--- src/pkg/rmii_cfg_pkg.sv ---
package rmii_cfg_pkg;
    localparam int DATA_W = 32;
    localparam int ADDR_W = 12;
    localparam int REG_W = 16;
    // register indices; byte address is four times the index
    localparam logic [9:0] IDX_BASIC_CTRL = 10'h000;
    localparam logic [9:0] IDX_REDUCED_MODE = 10'h017;
    localparam logic [9:0] IDX_IRQ_STATUS = 10'h018;
    localparam logic [9:0] IDX_IRQ_MASK = 10'h019;
    // field positions
    localparam int BIT_LOOPBACK = 14;
    localparam int BIT_REDUCED = 5;
    localparam int BIT_LEGACY = 4;
    localparam int BIT_OVF = 3;
    localparam int BIT_UNF = 2;
    localparam int ELAST_LSB = 0;
    localparam int ELAST_W = 2;
    localparam int RESERVED_LSB = 6;
    // reset values
    localparam logic [REG_W-1:0] RST_BASIC_CTRL = 16'h0000;
    localparam logic [ELAST_W-1:0] RST_ELAST = 2'h1;
    localparam logic RST_LEGACY = 1'b0;
    // interrupt status layout
    localparam int IRQ_W = 3;
    localparam int IRQ_OVF = 0;
    localparam int IRQ_UNF = 1;
    localparam int IRQ_END = 2;
    // elasticity buffer, counted in nibbles of 4 bits
    localparam int NIB_W = 4;
    localparam int FIFO_DEPTH = 8;
    localparam int FIFO_AW = 3;
    localparam int LVL_W = 4;
    localparam logic [ELAST_W-1:0] ELAST_CODE_16 = 2'h0;
    localparam logic [LVL_W-1:0] THRESH_NIB_16 = 4'h4;
    // receive di-bit patterns
    localparam logic [1:0] IDLE_DIBIT = 2'h0;
    localparam logic [1:0] CORRUPT_DIBIT = 2'h1;
    typedef enum logic [1:0] {
        RX_IDLE = 2'b00,
        RX_FILL = 2'b01,
        RX_STREAM = 2'b10
    } rx_state_t;
endpackage

--- src/rtl/rx_elastic_fifo.sv ---
`timescale 1ns/1ps
module rx_elastic_fifo
    import rmii_cfg_pkg::*;
(
    input wire logic pclk,
    input wire logic presetn,
    input wire logic flush,
    input wire logic wr_valid,
    input wire logic [NIB_W-1:0] wr_data,
    output logic wr_ready,
    input wire logic rd_pop,
    output logic [NIB_W-1:0] rd_data,
    output logic empty,
    output logic [LVL_W-1:0] level,
    output logic overflow
);
    logic [NIB_W-1:0] mem [FIFO_DEPTH];
    logic [FIFO_AW-1:0] wr_ptr;
    logic [FIFO_AW-1:0] rd_ptr;
    logic do_wr;
    logic do_rd;

    assign wr_ready = (level != LVL_W'(FIFO_DEPTH));
    assign empty = (level == '0);
    assign do_wr = wr_valid && wr_ready && !flush;
    assign do_rd = rd_pop && !empty && !flush;
    assign rd_data = mem[rd_ptr];
    // a nibble offered while full is lost and reported
    assign overflow = wr_valid && !wr_ready && !flush;

    always_ff @(posedge pclk) begin
        if (do_wr) begin
            mem[wr_ptr] <= wr_data;
        end
    end

    always_ff @(posedge pclk or negedge presetn) begin
        if (!presetn) begin
            wr_ptr <= '0;
            rd_ptr <= '0;
            level <= '0;
        end else if (flush) begin
            wr_ptr <= '0;
            rd_ptr <= '0;
            level <= '0;
        end else begin
            if (do_wr) begin
                wr_ptr <= wr_ptr + 1'b1;
            end
            if (do_rd) begin
                rd_ptr <= rd_ptr + 1'b1;
            end
            if (do_wr && !do_rd) begin
                level <= level + 1'b1;
            end else if (do_rd && !do_wr) begin
                level <= level - 1'b1;
            end
        end
    end
endmodule // rx_elastic_fifo

--- src/rtl/carrier_valid_gen.sv ---
`timescale 1ns/1ps
module carrier_valid_gen (
    input wire logic carrier,
    input wire logic busy,
    input wire logic first_dibit,
    input wire logic legacy_carrier_valid_select,
    output logic crs_dv
);
    // legacy: held until the last data; otherwise low on first di-bits once carrier is gone
    always_comb begin
        if (legacy_carrier_valid_select) begin
            crs_dv = carrier || busy;
        end else begin
            crs_dv = carrier || (busy && !first_dibit);
        end
    end
endmodule // carrier_valid_gen

--- src/rtl/rmii_mode_config.sv ---
// Design decision made here: the APB register port.
`timescale 1ns/1ps
// Function
// RULE_01: strap low gives four-bit, high two-bit mode
// RULE_02: strap caught only at reset release
// RULE_03: mode bit 5 from strap, read-write
// RULE_04: bits 15:6 ignore writes, read zero
// RULE_05: bit 4 selects toggling or held carrier-valid
// RULE_06: bit 3 read-only overflow flag
// RULE_07: bit 2 read-only underflow flag
// RULE_08: bits 1:0 tolerance field, resets to 01
// RULE_09: field sets start threshold in nibbles
// RULE_10: reduced receive passes through elasticity buffer
// RULE_11: overrun or underrun corrupts the frame data
// RULE_12: standard mode bypasses reduced-interface path
// RULE_13: control bit 14 loops MAC transmit back
// RULE_14: MAC disables collision detect in loopback
// RULE_15: software picks threshold from size, accuracy
// RULE_16: carrier-valid falls only on first di-bits
// RULE_17: default threshold sets receive latency
// RULE_18: status flags stay set until reset
// RULE_19: buffer flushed per event, refilled to threshold
module rmii_mode_config
    import rmii_cfg_pkg::*;
(
    input wire logic pclk,
    input wire logic presetn,
    input wire logic psel,
    input wire logic penable,
    input wire logic pwrite,
    input wire logic [ADDR_W-1:0] paddr,
    input wire logic [DATA_W-1:0] pwdata,
    output logic [DATA_W-1:0] prdata,
    output logic pready,
    output logic pslverr,
    input wire logic mode_strap,
    input wire logic rx_carrier,
    input wire logic rx_nibble_valid,
    input wire logic [NIB_W-1:0] rx_nibble,
    output logic rx_nibble_ready,
    input wire logic tx_en,
    input wire logic [NIB_W-1:0] txd,
    output logic line_tx_en,
    output logic [NIB_W-1:0] line_txd,
    output logic mii_rx_dv,
    output logic mii_crs,
    output logic [NIB_W-1:0] mii_rxd,
    output logic rmii_crs_dv,
    output logic [1:0] rmii_rxd,
    output logic rmii_rx_er,
    output logic reduced_mode,
    output logic irq
);
    logic [REG_W-1:0] basic_mode_control_reg;
    logic strap_done;
    logic legacy_carrier_valid_select;
    logic rx_overflow_flag;
    logic rx_underflow_flag;
    logic [ELAST_W-1:0] elasticity_threshold;
    logic [IRQ_W-1:0] irq_status;
    logic [IRQ_W-1:0] irq_mask;
    logic [IRQ_W-1:0] irq_events;
    logic [9:0] word_idx;
    logic hit_basic;
    logic hit_reduced;
    logic hit_status;
    logic hit_mask;
    logic mapped;
    logic wr_access;
    logic loopback;
    logic [REG_W-1:0] reduced_mode_bypass_reg;
    logic [DATA_W-1:0] next_rdata;
    rx_state_t state;
    rx_state_t next_state;
    logic pop;
    logic underflow_evt;
    logic end_evt;
    logic fifo_flush;
    logic fifo_wr;
    logic fifo_empty;
    logic fifo_overflow;
    logic [NIB_W-1:0] fifo_rd_data;
    logic [LVL_W-1:0] fifo_level;
    logic [LVL_W-1:0] thresh_nib;
    logic dibit_sel;
    logic [1:0] hi_dibit;
    logic corrupt;
    logic corrupt_now;
    logic presenting_first;
    logic next_crs_dv;
    logic [1:0] next_rxd;
    logic rmii_first_out;

    // ---------------- APB slave ----------------
    assign word_idx = paddr[ADDR_W-1:2];
    assign hit_basic = (word_idx == IDX_BASIC_CTRL);
    assign hit_reduced = (word_idx == IDX_REDUCED_MODE);
    assign hit_status = (word_idx == IDX_IRQ_STATUS);
    assign hit_mask = (word_idx == IDX_IRQ_MASK);
    assign mapped = hit_basic || hit_reduced || hit_status || hit_mask;
    assign pready = 1'b1;
    assign pslverr = psel && penable && !mapped;
    assign wr_access = psel && penable && pwrite && mapped;
    assign loopback = basic_mode_control_reg[BIT_LOOPBACK];

    // reserved bits 15:6 are constant zero
    always_comb begin
        reduced_mode_bypass_reg = '0; // [RULE_04]
        reduced_mode_bypass_reg[BIT_REDUCED] = reduced_mode;
        reduced_mode_bypass_reg[BIT_LEGACY] = legacy_carrier_valid_select;
        reduced_mode_bypass_reg[BIT_OVF] = rx_overflow_flag; // [RULE_06]
        reduced_mode_bypass_reg[BIT_UNF] = rx_underflow_flag; // [RULE_07]
        reduced_mode_bypass_reg[ELAST_LSB +: ELAST_W] = elasticity_threshold;
    end

    always_comb begin
        next_rdata = '0;
        if (hit_basic) begin
            next_rdata[REG_W-1:0] = basic_mode_control_reg;
        end else if (hit_reduced) begin
            next_rdata[REG_W-1:0] = reduced_mode_bypass_reg;
        end else if (hit_status) begin
            next_rdata[IRQ_W-1:0] = irq_status;
        end else if (hit_mask) begin
            next_rdata[IRQ_W-1:0] = irq_mask;
        end
    end

    // read data captured in the setup phase so it comes from a flop
    always_ff @(posedge pclk or negedge presetn) begin
        if (!presetn) begin
            prdata <= '0;
        end else if (psel && !penable) begin
            prdata <= next_rdata;
        end
    end

    always_ff @(posedge pclk or negedge presetn) begin
        if (!presetn) begin
            basic_mode_control_reg <= RST_BASIC_CTRL;
        end else if (wr_access && hit_basic) begin
            basic_mode_control_reg <= pwdata[REG_W-1:0]; // [RULE_13]
        end
    end

    // strap caught once on the first edge after release, then software owns the bit
    always_ff @(posedge pclk or negedge presetn) begin
        if (!presetn) begin
            strap_done <= 1'b0;
            reduced_mode <= 1'b0;
        end else if (!strap_done) begin
            strap_done <= 1'b1; // [RULE_02]
            reduced_mode <= mode_strap; // [RULE_01] [RULE_03]
        end else if (wr_access && hit_reduced) begin
            reduced_mode <= pwdata[BIT_REDUCED]; // [RULE_03]
        end
    end

    always_ff @(posedge pclk or negedge presetn) begin
        if (!presetn) begin
            legacy_carrier_valid_select <= RST_LEGACY; // [RULE_05]
            elasticity_threshold <= RST_ELAST; // [RULE_08] [RULE_17]
        end else if (wr_access && hit_reduced) begin
            legacy_carrier_valid_select <= pwdata[BIT_LEGACY];
            elasticity_threshold <= pwdata[ELAST_LSB +: ELAST_W]; // [RULE_08]
        end
    end

    // sticky until reset; software cannot clear them
    always_ff @(posedge pclk or negedge presetn) begin
        if (!presetn) begin
            rx_overflow_flag <= 1'b0;
            rx_underflow_flag <= 1'b0;
        end else begin
            if (fifo_overflow) begin
                rx_overflow_flag <= 1'b1; // [RULE_06] [RULE_18]
            end
            if (underflow_evt) begin
                rx_underflow_flag <= 1'b1; // [RULE_07] [RULE_18]
            end
        end
    end

    // ---------------- interrupts ----------------
    always_comb begin
        irq_events = '0;
        irq_events[IRQ_OVF] = fifo_overflow;
        irq_events[IRQ_UNF] = underflow_evt;
        irq_events[IRQ_END] = end_evt;
    end

    // write-one-to-clear; a new event in the same cycle wins
    always_ff @(posedge pclk or negedge presetn) begin
        if (!presetn) begin
            irq_status <= '0;
        end else if (wr_access && hit_status) begin
            irq_status <= (irq_status & ~pwdata[IRQ_W-1:0]) | irq_events;
        end else begin
            irq_status <= irq_status | irq_events;
        end
    end

    always_ff @(posedge pclk or negedge presetn) begin
        if (!presetn) begin
            irq_mask <= '0;
        end else if (wr_access && hit_mask) begin
            irq_mask <= pwdata[IRQ_W-1:0];
        end
    end

    assign irq = |(irq_status & irq_mask);

    // ---------------- reduced receive path ----------------
    // code 0 means four nibbles, other codes that many nibbles
    assign thresh_nib = (elasticity_threshold == ELAST_CODE_16) ? THRESH_NIB_16 :
        LVL_W'(elasticity_threshold); // [RULE_09]

    always_comb begin
        next_state = state;
        pop = 1'b0;
        underflow_evt = 1'b0;
        end_evt = 1'b0;
        case (state)
            RX_IDLE: begin
                if (reduced_mode && !loopback && rx_carrier) begin
                    next_state = RX_FILL; // [RULE_10]
                end
            end
            RX_FILL: begin
                if (fifo_level >= thresh_nib || (!rx_carrier && !fifo_empty)) begin
                    next_state = RX_STREAM; // [RULE_09] [RULE_19]
                end else if (!rx_carrier) begin
                    next_state = RX_IDLE;
                    end_evt = 1'b1;
                end
            end
            RX_STREAM: begin
                if (!dibit_sel) begin
                    if (!fifo_empty) begin
                        pop = 1'b1;
                    end else if (rx_carrier) begin
                        underflow_evt = 1'b1; // [RULE_11]
                    end else begin
                        next_state = RX_IDLE;
                        end_evt = 1'b1;
                    end
                end
            end
            default: begin
                next_state = RX_IDLE;
            end
        endcase
        if (!reduced_mode || loopback) begin
            next_state = RX_IDLE; // [RULE_12]
            pop = 1'b0;
            underflow_evt = 1'b0;
        end
    end

    always_ff @(posedge pclk or negedge presetn) begin
        if (!presetn) begin
            state <= RX_IDLE;
        end else begin
            state <= next_state;
        end
    end

    // idle keeps the buffer empty so each event refills from zero
    assign fifo_flush = (next_state == RX_IDLE); // [RULE_19]
    assign fifo_wr = rx_nibble_valid && reduced_mode && !loopback;

    rx_elastic_fifo u_fifo (
        .pclk(pclk),
        .presetn(presetn),
        .flush(fifo_flush),
        .wr_valid(fifo_wr),
        .wr_data(rx_nibble),
        .wr_ready(),
        .rd_pop(pop),
        .rd_data(fifo_rd_data),
        .empty(fifo_empty),
        .level(fifo_level),
        .overflow(fifo_overflow)
    );

    assign rx_nibble_ready = 1'b1;

    // frame spoiled from the first overrun or underrun until the event ends
    always_ff @(posedge pclk or negedge presetn) begin
        if (!presetn) begin
            corrupt <= 1'b0;
        end else if (fifo_overflow || underflow_evt) begin
            corrupt <= 1'b1; // [RULE_11]
        end else if (state == RX_IDLE) begin
            corrupt <= 1'b0;
        end
    end

    assign corrupt_now = corrupt || fifo_overflow || underflow_evt;

    always_ff @(posedge pclk or negedge presetn) begin
        if (!presetn) begin
            dibit_sel <= 1'b0;
            hi_dibit <= IDLE_DIBIT;
        end else if (pop) begin
            dibit_sel <= 1'b1;
            hi_dibit <= fifo_rd_data[NIB_W-1:2];
        end else begin
            dibit_sel <= 1'b0;
        end
    end

    assign presenting_first = (state == RX_STREAM) && !dibit_sel;

    always_comb begin
        next_rxd = IDLE_DIBIT;
        if (state == RX_STREAM && next_state != RX_IDLE) begin
            if (corrupt_now) begin
                next_rxd = CORRUPT_DIBIT; // [RULE_11]
            end else if (pop) begin
                next_rxd = fifo_rd_data[1:0];
            end else begin
                next_rxd = hi_dibit;
            end
        end else if (state == RX_STREAM && dibit_sel) begin
            next_rxd = corrupt_now ? CORRUPT_DIBIT : hi_dibit;
        end
    end

    carrier_valid_gen u_crs (
        .carrier(rx_carrier),
        .busy(next_state != RX_IDLE),
        .first_dibit(presenting_first),
        .legacy_carrier_valid_select(legacy_carrier_valid_select),
        .crs_dv(next_crs_dv)
    );

    // reduced interface outputs; loopback returns the MAC's own di-bits
    always_ff @(posedge pclk or negedge presetn) begin
        if (!presetn) begin
            rmii_crs_dv <= 1'b0;
            rmii_rxd <= IDLE_DIBIT;
            rmii_rx_er <= 1'b0;
            rmii_first_out <= 1'b0;
        end else if (!reduced_mode) begin
            rmii_crs_dv <= 1'b0; // [RULE_12]
            rmii_rxd <= IDLE_DIBIT;
            rmii_rx_er <= 1'b0;
            rmii_first_out <= 1'b0;
        end else if (loopback) begin
            rmii_crs_dv <= tx_en; // [RULE_13]
            rmii_rxd <= tx_en ? txd[1:0] : IDLE_DIBIT;
            rmii_rx_er <= 1'b0;
            rmii_first_out <= 1'b0;
        end else begin
            rmii_crs_dv <= (state == RX_IDLE) ? rx_carrier : next_crs_dv; // [RULE_05] [RULE_16]
            rmii_rxd <= next_rxd;
            rmii_rx_er <= (state == RX_STREAM) && corrupt_now;
            rmii_first_out <= presenting_first;
        end
    end

    // standard interface path, used when reduced mode is off
    always_ff @(posedge pclk or negedge presetn) begin
        if (!presetn) begin
            mii_rx_dv <= 1'b0;
            mii_crs <= 1'b0;
            mii_rxd <= '0;
        end else if (reduced_mode) begin
            mii_rx_dv <= 1'b0;
            mii_crs <= 1'b0;
            mii_rxd <= '0;
        end else if (loopback) begin
            mii_rx_dv <= tx_en; // [RULE_13]
            mii_crs <= tx_en;
            mii_rxd <= tx_en ? txd : '0;
        end else begin
            mii_rx_dv <= rx_nibble_valid; // [RULE_12]
            mii_crs <= rx_carrier;
            mii_rxd <= rx_nibble_valid ? rx_nibble : '0;
        end
    end

    // transmit to the line is held off during loopback
    always_ff @(posedge pclk or negedge presetn) begin
        if (!presetn) begin
            line_tx_en <= 1'b0;
            line_txd <= '0;
        end else if (loopback) begin
            line_tx_en <= 1'b0;
            line_txd <= '0;
        end else begin
            line_tx_en <= tx_en;
            line_txd <= reduced_mode ? {2'b00, txd[1:0]} : txd;
        end
    end
endmodule // rmii_mode_config

--- config.mk ---
export PLATFORM = sky130hd
export DESIGN_NAME = rmii_mode_config
export DESIGN_NICKNAME = d
export VERILOG_FILES = /design/src/pkg/rmii_cfg_pkg.sv /design/src/rtl/rx_elastic_fifo.sv /design/src/rtl/carrier_valid_gen.sv /design/src/rtl/rmii_mode_config.sv
export SDC_FILE = /design/constraint.sdc
export NUM_CORES = 1
export LEC_CHECK = 0
export BUFFER_PORTS_ARGS = -buffer_cell sky130_fd_sc_hd__buf_2
export CORE_MARGIN = 3
export CORE_UTILIZATION = 47
export CTS_BUF_LIST = sky130_fd_sc_hd__clkbuf_4
export CTS_CLUSTER_DIAMETER = 200
export CTS_CLUSTER_SIZE = 12
export DETAILED_ROUTE_END_ITERATION = 8
export GPL_TIMING_DRIVEN = 0
export PLACE_DENSITY = 0.77
export RECOVER_POWER = 50
export SLEW_MARGIN = 30
export SYNTH_ARGS = -nofsm -noshare
export SYNTH_HDL_FRONTEND = slang
export SYNTH_SLANG_ARGS = --single-unit
--- constraint.sdc ---
create_clock -name pclk -period 3.3 [get_ports pclk]
set_input_delay 0.33 -clock pclk [delete_from_list [all_inputs] [get_ports pclk]]
set_output_delay 0.33 -clock pclk [all_outputs]
set_load 0.1 [all_outputs]
==> results.md <==
## Status
• run status: finished, violations left
• violations in the final reports: max-capacitance violations, max-slew violations, negative setup slack

## STA
• Fmax: 297.1 MHz
• share of the cycle needed by the critical path after routing: 102.0%
• headroom to the max-slew limit: -24.49%
• unrepaired setup endpoints after global routing: yes
• min Tclk post-route: 3.366 ns
• transition time of the tightest slew-check pin: 1.867 ns
• total negative slack for setup checks: -0.06605 ns
• final setup fails: 1
• worst clock skew on the final layout: 0.01601 ns
• Hold Fails Final Rpt: 0
• max-slew violation count: 37
• PnR worst setup slack: -0.06605 ns

## Floorplanning
• Rows: 37
• Std-Cell Core Area: 10370 um^2
• width of the die: 109.6 um
• effective utilization at floorplan: 48.60%
• overall die area: 12000 um^2
• Die Height: 109.6 um
• I/O pin total: 113

## Worst setup path
• destination of the worst register-to-register timing path: u_fifo.level[3]
• biggest cell delay along the critical path: 0.41 ns
• origin of the critical flop-to-flop path: elasticity_threshold[1]
• arrival time reported for the critical path endpoint: 3.74 ns
• chain of cells forming the critical path: or2_4, ha_4, a211oi_4, o2111ai_2, a311o_2, inv_2, nor2_4, or3_4, ha_4, a21o_1, a21oi_2, or3_4, a21o_4, a21oi_2
• minimum setup slack among reg-to-reg paths: -0.07 ns
• CP Max Fanout: 3
• Setup CP Type: reg2reg
• category of the worst setup path capture point: flop
• cell type of the slowest stage on the worst timing path: dfrtp_1
• data required time of the critical path: 3.67 ns
• crit start category: flop
• reg2reg path depth: 14

## Route
• vias post-DR: 3519
• number of DRC markers in iteration 0: 267
• Routed WL per cell: 15.51 um
• Post-route DRC: 0
• detailed-route wire length: 10.30 mm
• number of search-and-repair iterations in the first detailed-routing pass: 4
• count of antenna-violating nets left after detailed routing: 0
• via-per-instance ratio: 5.300

## GRT
• global route overflow: 0
• via count of the first global-routing pass: 3465
• pin count of the biggest net entering global routing: 42
• antenna violations before repair: 0
• wire length of the first global-routing pass: 16.40 mm
• global-route usage over all layers: 17.39%

## Logic synthesis
• top flip-flop cell by instance count after synthesis: dfrtp_1
• Post-synth EDFFs: 32
• share of synthesized registers carrying an async set or reset: 70.37%
• main area contributors after synthesis: dfrtp_1, edfxtp_1, mux2_2, mux4_2, buf_4
• Unique masters post-synth: 64
• Seq cells post-synth: 108
• top cell type's share of synthesized area: 37.24%
• part of the Yosys area used for sequential elements: 56.83%
• Synth Warn #: 0
• Syn Inst Count: 413
• post-synthesis average cell area: 12.20 um^2
• dominant cell type by area after synthesis: dfrtp_1
• Synth Cell Area: 5040 um^2

## CTS
• clock-pin slew on the worst setup and hold paths: 0.17 ns
• insertion delay of the later-clocked pin in the worst-skew pair: 0.44 ns
• H-tree depth reported by CTS: 3
• root cell of the clock tree: clkbuf_4
• CTS Buf Count: 9
• clock tree from TritonCTS: yes
• total number of clock tree sinks: 108
• Longest Clk Path Bufs: 2

## Placed design
• number of port buffers: 73
• number of placed instances with taps included: 640
• post-detailed-placement half-perimeter wirelength: 7.594 mm
• dpl cell area: 5668 um^2
• last weighted congestion value of the routability-driven placer: 0.8874
• pre-CTS worst setup slack: -0.2675 ns

## Layout
• number of standard cells in the layout, taps in and fillers out: 664
• n_diodes: 0
• Final #Nets: 596
• share of cells above drive strength 1: 33.90%
• final design instance area without fill: 5964 um^2
• area overhead of the layout relative to synthesis: 18.35%
• flip-flop count of the largest register, all copies and words added: 32

## Pwr
• Leak: 2.625 nW
• PwrDens: 525.4 nW/um^2
• post-layout power: 3.134 mW
• maximum resistive drop on vdd: 256.4 uV

## Min path
• startpoint of the tightest hold check path: pwdata[7]
• terminating pin of the worst hold path: basic_mode_control_reg[7]
• class of the most critical hold timing path: in2reg
• hold depth: 2

## Job
• number of max-cap violations: 1

[cell usage in the layout (no fill, tap or decap), types with 9 or more instances in the layout]
master / Yosys / layout
dfrtp_1: 75 / 74
buf_2: 5 / 65
nand2_1: 38 / 38
edfxtp_1: 32 / 32
mux2_2: 26 / 26
buf_4: 19 / 26
nor2_1: 25 / 24
clkbuf_1: 11 / 23
conb_1: 2 / 19
o21ai_0: 15 / 15
a21oi_1: 14 / 12
inv_1: 12 / 11
clkbuf_4: 0 / 10
mux2i_1: 9 / 9
ha_1: 11 / 9
[cells in the mapped netlist, drive strengths merged (3+ instances only)]
master / instances
a21o: 4
a21oi: 14
a22oi: 3
a32oi: 4
buf: 28
clkbuf: 11
dfrtp: 75
edfxtp: 32
ha: 11
inv: 13
mux2: 26
mux2i: 9
mux4: 8
nand2: 38
nand2b: 7
nand3: 5
nand4: 3
nor2: 26
nor2b: 6
nor3: 7
nor3b: 4
nor4: 5
nor4b: 5
o2111ai: 3
o21ai: 16
o22ai: 4
o31ai: 4
or4: 4
xnor2: 5
[routing by layer]
layer | up-vias | GRT usage (%) | routed length (um)
met4 | 0 | 5.877 | 133
met1 | 1702 | 22.39 | 4474
met2 | 108 | 29.90 | 5173
met5 | - | 0 | 0
met3 | 16 | 2.936 | 516
li1 | 1693 | - | -
[what timing repair did]
| action | CTS | global route |
|---|---|---|
| pin swaps | 5 | 13 |
| endpoints found under the setup margin | 33 | 14 |
| gates resized for setup | 6 | 17 |
| hold buffers | 1 | 0 |
| buffers inserted | 6 | 2 |
| endpoints found under the hold margin | 34 | 0 |
[final cells by class]
cell class | count | area, um^2
Buffer | 38 | 227.7
Clock buffer | 10 | 75.07
Clock inverter | 6 | 61.31
Fill cell | 874 | 4405
Inverter | 13 | 48.80
Multi-Input combinational cell | 270 | 2087
Sequential cell | 108 | 2865
Tap cell | 136 | 170.2
Timing Repair Buffer | 83 | 429.2
[report_power, final]
group          total [mW]  internal [mW]  leakage, nW  switching [mW]
Combinational       0.964          0.360         1.24           0.604
Sequential           1.55           1.46         1.32          0.0846
Clock               0.624          0.181       0.0719           0.443
[worst max-delay path: cells and delay by family, from the launching register on]
family	cells	cell delay (ns)
AOI/OAI and AO/OA	7	1.28
buffers and inverters	1	0.09
adders and majority gates	2	0.50
DFF	1	0.41
and+or+nand+nor	4	1.04
[cell families (layout without fill, tap and decap cells)]
group / after synthesis / count (layout) / synth area share [%]
adder cells (fa/ha/maj): 12 / 12 / 3.128
AO/OA/AOI/OAI: 69 / 69 / 9.483
multiplexers: 43 / 43 / 11.17
flip-flops: 108 / 108 / 56.83
AND/OR/NAND/NOR: 120 / 120 / 12.61
other: 2 / 19 / 0.1490
buffers and inverters: 52 / 150 / 5.412
XOR/XNOR: 7 / 7 / 1.217
[how the worst max path moves through the flow]
stage                     cells past startpoint         endpoint               startpoint  slack (ns)
after CTS                                    15  u_fifo.level[3]  elasticity_threshold[0]       -0.02
after global routing                         14  u_fifo.level[3]  elasticity_threshold[1]       -0.23
final                                        14  u_fifo.level[3]  elasticity_threshold[1]       -0.07
after global placement                       14  u_fifo.level[3]  elasticity_threshold[1]       -0.22
after detailed placement                     14  u_fifo.level[3]  elasticity_threshold[1]       -0.27
after floorplan                              14  u_fifo.level[3]  elasticity_threshold[1]       -0.01
[stage by stage]
stage                     util, %  hold WS, ns
final                       57.52       0.1017
after global placement      54.44       0.4232
after floorplan                 -      0.03441
after CTS                   56.90      0.08219
after detailed placement    54.66       0.3118
after global routing        57.52      0.06933
(Power assumes the default switching activity.)
